$ cat config.mk
export PLATFORM = sky130hd
export DESIGN_NAME = cwg_core
export DESIGN_NICKNAME = d
export VERILOG_FILES = /design/src/cwg_pkg.sv /design/src/cwg_core.sv
export SDC_FILE = /design/constraint.sdc
export NUM_CORES = 1
export LEC_CHECK = 0
export CAP_MARGIN = 40
export CORE_UTILIZATION = 40
export DETAILED_ROUTE_END_ITERATION = 12
export DONT_BUFFER_PORTS = 1
export PLACE_DENSITY = 0.56
export SYNTH_ARGS = -nofsm -noshare
export SYNTH_HDL_FRONTEND = slang
export SYNTH_SLANG_ARGS = --single-unit
$ cat constraint.sdc
create_clock -name core_clk_i -period 2.71 [get_ports core_clk_i]
set_input_delay 0.1355 -clock core_clk_i [delete_from_list [all_inputs] [get_ports core_clk_i]]
set_output_delay 0.1355 -clock core_clk_i [all_outputs]
set_load 0.01 [all_outputs]
$ cat src/cwg_pkg.sv
// Constants and carrier types for the complementary waveform generator
package cwg_pkg;

	// Operating mode codes
	localparam logic [2:0] MODE_ASYNC_STEER = 3'h0;
	localparam logic [2:0] MODE_SYNC_STEER  = 3'h1;
	localparam logic [2:0] MODE_FB_FWD      = 3'h2;
	localparam logic [2:0] MODE_FB_REV      = 3'h3;
	localparam logic [2:0] MODE_HALF_BRIDGE = 3'h4;
	localparam logic [2:0] MODE_PUSH_PULL   = 3'h5;

	// Dead-band counter width
	localparam int DB_W = 6;

	// Shutdown override level codes
	localparam logic [1:0] SD_INACTIVE = 2'h0;
	localparam logic [1:0] SD_HIGH_Z   = 2'h1;
	localparam logic [1:0] SD_LOW      = 2'h2;
	localparam logic [1:0] SD_HIGH     = 2'h3;

	// Reset values
	localparam logic       DIR_RST = 1'h0;
	localparam logic       SEQ_RST = 1'h0;

	// One bit per output pin
	typedef struct packed {
		logic a;
		logic b;
		logic c;
		logic d;
	} cwg_quad_t;

	// Dead-band setup
	typedef struct packed {
		logic            rise_en;
		logic            fall_en;
		logic [DB_W-1:0] rise_cnt;
		logic [DB_W-1:0] fall_cnt;
	} cwg_db_cfg_t;

endpackage

$ cat src/cwg_core.sv
// Complementary waveform generator core
//
// Function
// - Three-bit mode field selects one of six modes; 100 half-bridge, 101 push-pull.
// - Half-bridge drives a true copy and an inverted copy of the input.
// - Half-bridge inserts dead band so both outputs are never active together.
// - Steering selections are ignored in half-bridge mode.
// - Half-bridge: C follows A, D follows B, each with own polarity.
// - Push-pull routes successive input pulses alternately to A and B.
// - Push-pull sequencer resets while disabled or on auto-shutdown.
// - Sequencer advances on input pulses; first pulse after reset goes to A.
// - Push-pull: C copies A, D copies B, each with own polarity.
// - Full-bridge holds three outputs static and modulates the fourth.
// - Direction may change by toggling mode bit zero while enabled.
// - Forward: A active, B and C inactive, D modulated.
// - Reverse: C active, A and D inactive, B modulated.
// - Full-bridge applies dead band on a direction switch and after enable.
// - Steering selections are ignored in both full-bridge modes.
// - Every output has its own polarity setting.
// - Two independent 6-bit dead-band timers, rising and falling.
// - Rising and falling dead band enable independently.
// - Auto-shutdown in every mode with override levels and optional restart.
// - Turn-on of an output delays after turn-off of its complement.
// - One pulse data input, at most four outputs.
// - Code 001 synchronous steering, 000 asynchronous; sync applies on input rise.
// - Dead band counts clock periods from zero up to programmed value.
// - Full-bridge direction change takes effect on next input rising edge.
// - Clock-source select picks system clock or fast oscillator for dead band.
`timescale 1ns/100ps

module cwg_core
	(
		// Clock and reset
		input  wire logic                         core_clk_i,
		input  wire logic                         nrst_i,
		// Data and control
		input  wire logic                         data_i,
		input  wire logic                         enable_i,
		input  wire logic [2:0]                   mode_i,
		input  wire cwg_pkg::cwg_quad_t           pol_low_i,
		input  wire cwg_pkg::cwg_db_cfg_t         db_cfg_i,
		// Dead-band clock source
		input  wire logic                         clk_sel_fast_i,
		input  wire logic                         fast_osc_tick_i,
		// Steering
		input  wire cwg_pkg::cwg_quad_t           steer_i,
		input  wire cwg_pkg::cwg_quad_t           steer_lvl_i,
		// Auto-shutdown
		input  wire logic [3:0]                   fault_i,
		input  wire logic [3:0]                   fault_mask_i,
		input  wire logic                         auto_restart_i,
		input  wire logic                         sd_clear_i,
		input  wire logic [1:0]                   sd_lvl_ac_i,
		input  wire logic [1:0]                   sd_lvl_bd_i,
		// Outputs
		output cwg_pkg::cwg_quad_t                out_o,
		output cwg_pkg::cwg_quad_t                out_oe_o,
		output logic                              shutdown_o,
		output logic                              direction_rev_o
	);

	localparam int W = cwg_pkg::DB_W;

	// Saturating dead-band count step
	function automatic logic [W-1:0] db_step(input logic [W-1:0] cnt,
	                                         input logic [W-1:0] tgt,
	                                         input logic         tick);
		db_step = (tick && cnt != tgt) ? cnt + W'(1) : cnt;
	endfunction

	// Shutdown level: value and drive enable for one pin
	function automatic logic [1:0] sd_pin(input logic [1:0] lvl,
	                                      input logic       pol);
		case (lvl)
			cwg_pkg::SD_HIGH_Z: sd_pin = 2'h0;
			cwg_pkg::SD_LOW:    sd_pin = 2'h1;
			cwg_pkg::SD_HIGH:   sd_pin = 2'h3;
			default:            sd_pin = {pol, 1'b1};
		endcase
	endfunction

	logic              data_r;
	logic [W-1:0]      rcnt_r;
	logic [W-1:0]      rcnt_nxt;
	logic [W-1:0]      fcnt_r;
	logic [W-1:0]      fcnt_nxt;
	logic [W-1:0]      bcnt_r;
	logic [W-1:0]      bcnt_nxt;
	logic              seq_r;
	logic              sel_r;
	logic              dir_r;
	logic              sd_r;
	cwg_pkg::cwg_quad_t steer_sync_r;
	cwg_pkg::cwg_quad_t out_r;
	cwg_pkg::cwg_quad_t oe_r;

	// Mode decode
	wire logic mode_hb    = mode_i == cwg_pkg::MODE_HALF_BRIDGE;
	wire logic mode_pp    = mode_i == cwg_pkg::MODE_PUSH_PULL;
	wire logic mode_fb    = mode_i[2:1] == cwg_pkg::MODE_FB_FWD[2:1];
	wire logic mode_sync  = mode_i == cwg_pkg::MODE_SYNC_STEER;
	wire logic mode_steer = mode_sync || mode_i == cwg_pkg::MODE_ASYNC_STEER;

	wire logic rise = data_i && !data_r;

	wire logic db_tick = clk_sel_fast_i ? fast_osc_tick_i : 1'b1;

	// Independent enables; disabled means zero delay
	wire logic [W-1:0] rtgt = db_cfg_i.rise_en ? db_cfg_i.rise_cnt : '0;
	wire logic [W-1:0] ftgt = db_cfg_i.fall_en ? db_cfg_i.fall_cnt : '0;

	// Count from zero up to target
	assign rcnt_nxt = (!enable_i || !data_i) ? '0 : db_step(rcnt_r, rtgt, db_tick);
	assign fcnt_nxt = (!enable_i || data_i) ? '0 : db_step(fcnt_r, ftgt, db_tick);

	// Turn-on waits after complement turns off
	wire logic hb_true = data_i && rcnt_r == rtgt;
	wire logic hb_inv  = !data_i && fcnt_r == ftgt;

	// First pulse after reset goes to A
	wire logic pp_sel  = rise ? seq_r : sel_r;
	// Alternate pulses between A and B
	wire logic pp_a    = data_i && !pp_sel;
	wire logic pp_b    = data_i && pp_sel;

	// Direction applies on input rising edge
	wire logic dir_chg = mode_fb && rise && (mode_i[0] != dir_r);
	wire logic dir_now = dir_chg ? mode_i[0] : dir_r;

	// Dead band on direction switch and after enable; reverse uses rising timer
	wire logic [W-1:0] btgt = mode_i[0] ? rtgt : ftgt;
	assign bcnt_nxt = !enable_i ? '0 :
	                  dir_chg   ? '0 :
	                  db_step(bcnt_r, dir_r ? rtgt : ftgt, db_tick);
	wire logic fb_mod  = data_i && !dir_chg && bcnt_r == (dir_r ? rtgt : ftgt);

	// Steering selection, sync mode latched at input rise
	wire cwg_pkg::cwg_quad_t steer_eff = mode_sync ? steer_sync_r : steer_i;

	// Fault detection
	wire logic fault_hit  = enable_i && |(fault_i & fault_mask_i);
	wire logic fault_gone = !(|(fault_i & fault_mask_i));

	// Active-high waveform per pin before polarity
	cwg_pkg::cwg_quad_t raw;
	// Pins that take part in modulation and shutdown
	cwg_pkg::cwg_quad_t used;

	always_comb
	begin
		raw  = '0;
		used = '1;
		case (mode_i)
			cwg_pkg::MODE_HALF_BRIDGE:
			begin
				// C follows A, D follows B
				raw = '{a: hb_true, b: hb_inv, c: hb_true, d: hb_inv};
			end
			cwg_pkg::MODE_PUSH_PULL:
			begin
				// C copies A, D copies B
				raw = '{a: pp_a, b: pp_b, c: pp_a, d: pp_b};
			end
			cwg_pkg::MODE_FB_FWD,
			cwg_pkg::MODE_FB_REV:
			begin
				raw = '{a: !dir_now, b: dir_now && fb_mod, c: dir_now, d: !dir_now && fb_mod};
			end
			cwg_pkg::MODE_ASYNC_STEER,
			cwg_pkg::MODE_SYNC_STEER:
			begin
				raw  = {4{data_i}};
				used = steer_eff;
			end
			default:
			begin
				raw = '0;
			end
		endcase
	end

	// Shutdown drive per pin pair
	wire logic [1:0] sd_a = sd_pin(sd_lvl_ac_i, pol_low_i.a);
	wire logic [1:0] sd_b = sd_pin(sd_lvl_bd_i, pol_low_i.b);
	wire logic [1:0] sd_c = sd_pin(sd_lvl_ac_i, pol_low_i.c);
	wire logic [1:0] sd_d = sd_pin(sd_lvl_bd_i, pol_low_i.d);
	wire cwg_pkg::cwg_quad_t sd_val = '{a: sd_a[1], b: sd_b[1], c: sd_c[1], d: sd_d[1]};
	wire cwg_pkg::cwg_quad_t sd_oe  = '{a: sd_a[0], b: sd_b[0], c: sd_c[0], d: sd_d[0]};

	wire cwg_pkg::cwg_quad_t drive = raw ^ pol_low_i;

	wire cwg_pkg::cwg_quad_t run_val = (used & drive) | (~used & steer_lvl_i);

	// Restart: automatic on input rise, or by clear, once fault is gone
	wire logic sd_release = fault_gone && (auto_restart_i ? rise : sd_clear_i);
	wire logic sd_nxt     = enable_i && (fault_hit || (sd_r && !sd_release));

	// Shutdown overrides only participating pins, in step with the flag
	wire logic                sd_act  = sd_nxt;
	wire cwg_pkg::cwg_quad_t  sd_use  = sd_act ? used : '0;
	wire cwg_pkg::cwg_quad_t  out_nxt = !enable_i ? pol_low_i :
	                                    (sd_use & sd_val) | (~sd_use & run_val);
	wire cwg_pkg::cwg_quad_t  oe_nxt  = ~sd_use | sd_oe;

	// Sequencer reset on disable or shutdown
	wire logic seq_nxt = (!enable_i || sd_act) ? cwg_pkg::SEQ_RST :
	                     (mode_pp && rise) ? !seq_r : seq_r;
	wire logic sel_nxt = (!enable_i || sd_act) ? cwg_pkg::SEQ_RST : pp_sel;

	// Direction follows mode bit zero while disabled, else only on full-bridge input rise
	wire logic dir_nxt = !enable_i ? mode_i[0] : (mode_fb ? dir_now : dir_r);

	wire cwg_pkg::cwg_quad_t steer_sync_nxt = rise ? steer_i : steer_sync_r;

	// Edge detect and counters
	always_ff @(posedge core_clk_i or negedge nrst_i)
	begin
		if (!nrst_i)
		begin
			data_r <= 1'b0;
			rcnt_r <= '0;
			fcnt_r <= '0;
			bcnt_r <= '0;
		end
		else
		begin
			data_r <= data_i;
			rcnt_r <= rcnt_nxt;
			fcnt_r <= fcnt_nxt;
			bcnt_r <= bcnt_nxt;
		end
	end

	// Sequencer, direction, shutdown, steering
	always_ff @(posedge core_clk_i or negedge nrst_i)
	begin
		if (!nrst_i)
		begin
			seq_r        <= cwg_pkg::SEQ_RST;
			sel_r        <= cwg_pkg::SEQ_RST;
			dir_r        <= cwg_pkg::DIR_RST;
			sd_r         <= 1'b0;
			steer_sync_r <= '0;
		end
		else
		begin
			seq_r        <= seq_nxt;
			sel_r        <= sel_nxt;
			dir_r        <= dir_nxt;
			sd_r         <= sd_nxt;
			steer_sync_r <= steer_sync_nxt;
		end
	end

	always_ff @(posedge core_clk_i or negedge nrst_i)
	begin
		if (!nrst_i)
		begin
			out_r <= '0;
			oe_r  <= '0;
		end
		else
		begin
			out_r <= out_nxt;
			oe_r  <= oe_nxt;
		end
	end

	assign out_o           = out_r;
	assign out_oe_o        = oe_r;
	assign shutdown_o      = sd_r;
	assign direction_rev_o = dir_r;

	// Unused helper kept out of logic
	wire logic unused_btgt = ^btgt;

endmodule

==> results.json <==
{
  "synth.area.top_cells": "dfrtp_1 (33%), xnor2_1 (5.0%), mux2_2 (4.7%)",
  "antennaDiodeCount": 0,
  "crit_type": "register to register",
  "drt-pass1-iter-count": 4,
  "grt_usage": 0.191,
  "io_pins": 59,
  "initial_core_util": 0.415,
  "yosysTopAreaCellShare": 0.333,
  "fmax_mhz": 429,
  "final_core_utilization": 0.457,
  "finalSetupViolCount": 0,
  "synth-async-reset-ratio": 1.00,
  "hold_viol_final": 0,
  "worst_clock_skew_ns": 0.00958,
  "place_congestion": 0.766,
  "drive_gt1_frac": 0.125,
  "drtAntennaViolNets": 0,
  "status": "finished clean",
  "cts_resized": 0,
  "syn_avg_cell_area_um2": 8.87,
  "via_per_inst": 5.93,
  "grt_pass1_wl_um": 10700,
  "dieArea_um2": 6910,
  "row_count": 29,
  "numPortBuffers": 0,
  "postCtsSetupBuffers": 0,
  "drt_iter0_drc": 179,
  "clkLatencyLatePin_ns": 0.29,
  "grt_setup_unrepaired": "no",
  "layout_worst_path_cycle_share": 0.859,
  "wl_per_cell_um": 16.9,
  "cp_max_fo": 18,
  "hold_class": "input pin to register",
  "ys_top_cells_by_count": "dfrtp_1 (35), nor2_1 (31), o21ai_0 (19), a21oi_1 (17), nand2_1 (17)",
  "power_density_nw_per_um2": 429,
  "chipHeight_um": 83.1,
  "via_count": 2258,
  "cp.arrival_ns": 2.49,
  "clockBufferDepth": 2,
  "cts_made_buffers": 5,
  "grt_pass1_vias": 2232,
  "fillers": 617,
  "cap_violations": 0,
  "route.detailed.drc": 0,
  "htreeDepth": 2,
  "core_region_area_um2": 6350,
  "grt_max_degree": 36,
  "synth_cells": 297,
  "critPathSlowestCell": "dfrtp_1",
  "synth-seq-cells": 35,
  "slew_headroom": 0.469,
  "die_w_um": 83.1,
  "synth_cell_types": 50,
  "ys.warnings.count": 0,
  "synth_edf_count": 0,
  "ctsHoldBuffers": 14,
  "grt-ovfl-total": 0,
  "crit_chain": "and3b_2 > o21a_1 > nor4b_4 > nand4_1 > nor3b_1 > or3_1",
  "cts_tree": "built",
  "placed_area_um2": 2670,
  "crit_required_ns": 2.87,
  "syn-num-nets": 349,
  "synth_ff_type": "dfrtp_1",
  "grt_antenna_before_repair": 0,
  "ir_worst_vdd_mv": 0.215,
  "routed_wirelength_um": 6450,
  "worst_pin_slew_ns": 0.790,
  "yosysTopAreaCell": "dfrtp_1",
  "cpPeakStageDelay_ns": 0.67,
  "final_area_um2": 2900,
  "p_total_uw": 1240,
  "end_kind": "register",
  "period_needed_ns": 2.33,
  "area_delta_synth_final_pct": 10.2,
  "start_kind": "register",
  "synth-seq-area-share": 0.333,
  "syn_area_um2": 2630,
  "fin_tns_setup_ns": 0,
  "p_leak_uw": 0.00116,
  "cts-root-buf": "clkbuf_8",
  "slew_viol_final": 0,
  "yosys.cell_count.top_type": "dfrtp_1",
  "fin_nets": 357,
  "cts.sink_count": 35,
  "clk_pin_slew_worst_paths_ns": 0.07,
  "hpwl_um": 4610
}
placed cells by master (no fill, tap or decap), types with 4 or more instances in the layout:
master          n
a211oi_1        7
a21oi_1        17
a22oi_1         8
and3_1          7
and3b_2         5
clkbuf_8        5
dfrtp_1        35
dlygate4sd3_1  14
inv_1           4
mux2_2         11
mux2i_1         9
nand2_1        17
nand2b_1        6
nand3_1         9
nand3b_1        4
nand4_1        11
nand4b_1        6
nor2_1         31
nor2b_1         5
nor4bb_1        7
o21ai_0        19
or3_1           7
xnor2_1        15
cell type report:
class | instances | area (um2) | share of cell area
Clock buffer | 5 | 68.8 | 0.0237
Clock inverter | 1 | 7.51 | 0.00259
Inverter | 4 | 15.0 | 0.00517
Multi-Input combinational cell | 243 | 1670 | 0.576
Sequential cell | 35 | 876 | 0.302
Tap cell | 77 | 96.3 | 0.0332
Timing Repair Buffer | 16 | 168 | 0.0578
layer usage:
layer / global-route usage / up-vias / routed length, um
met1: 0.246 / 1060 / 2990
li1: - / 1117 / -
met3: 0.0487 / 11 / 387
met5: 0 / - / 0
met2: 0.314 / 70 / 2940
met4: 0.0627 / 0 / 129
power breakdown:
| group | internal, uW | switching [uW] |
|---|---|---|
| Sequential | 556 | 42.0 |
| Clock | 171 | 193 |
| Combinational | 144 | 138 |
logic make-up after synthesis:
logic type / share of synthesized area
muxes: 0.0812
DFF: 0.333
AOI/OAI and AO/OA: 0.176
and+or+nand+nor: 0.310
adders and majority gates: 0.0143
xor gates and xnor gates: 0.0532
buffers and inverters: 0.0333
flip-flops by register name, summed over array words and instances, names as in the netlist, 4 cells and up:
signal	cells
bcnt_r	6
out_o	4
rcnt_r	6
fcnt_r	6
steer_sync_r	4
out_oe_o	4
worst max-delay path: cells and delay by family (launching register included):
kind / cells / cell delay [ns]
and+or+nand+nor: 5 / 1.35
AOI/OAI and AO/OA: 1 / 0.19
DFF: 1 / 0.67
stage by stage:
stage	hold slack, ns	worst slack, ns	instances
after floorplan	-0.160	0.660	297
after global placement	-0.159	0.438	360
after detailed placement	-0.159	0.359	360
after CTS	0.00133	0.338	380
after global routing	0.0377	0.185	381
final	0.0189	0.381	381
path summary, 6_finish.rpt:
check                                            start                     endpoint  slack (ns)  cells past startpoint
setup / recovery           direction_rev_o$_DFFE_PN0P_           out_o[0]$_DFF_PN0_        0.38                      6
hold / removal                                enable_i           out_o[1]$_DFF_PN0_        0.02                      2
setup reg to reg           direction_rev_o$_DFFE_PN0P_           out_o[0]$_DFF_PN0_        0.38                      6
min in group asynchronous                       nrst_i        bcnt_r[5]$_DFFE_PN0P_        0.29                      2
hold reg to reg            steer_sync_r[3]$_DFFE_PN0P_  steer_sync_r[3]$_DFFE_PN0P_        0.51                      1
max in group asynchronous                       nrst_i        fcnt_r[0]$_DFFE_PN0P_        2.21                      2
No activity file was read; power rests on OpenSTA's default activity.
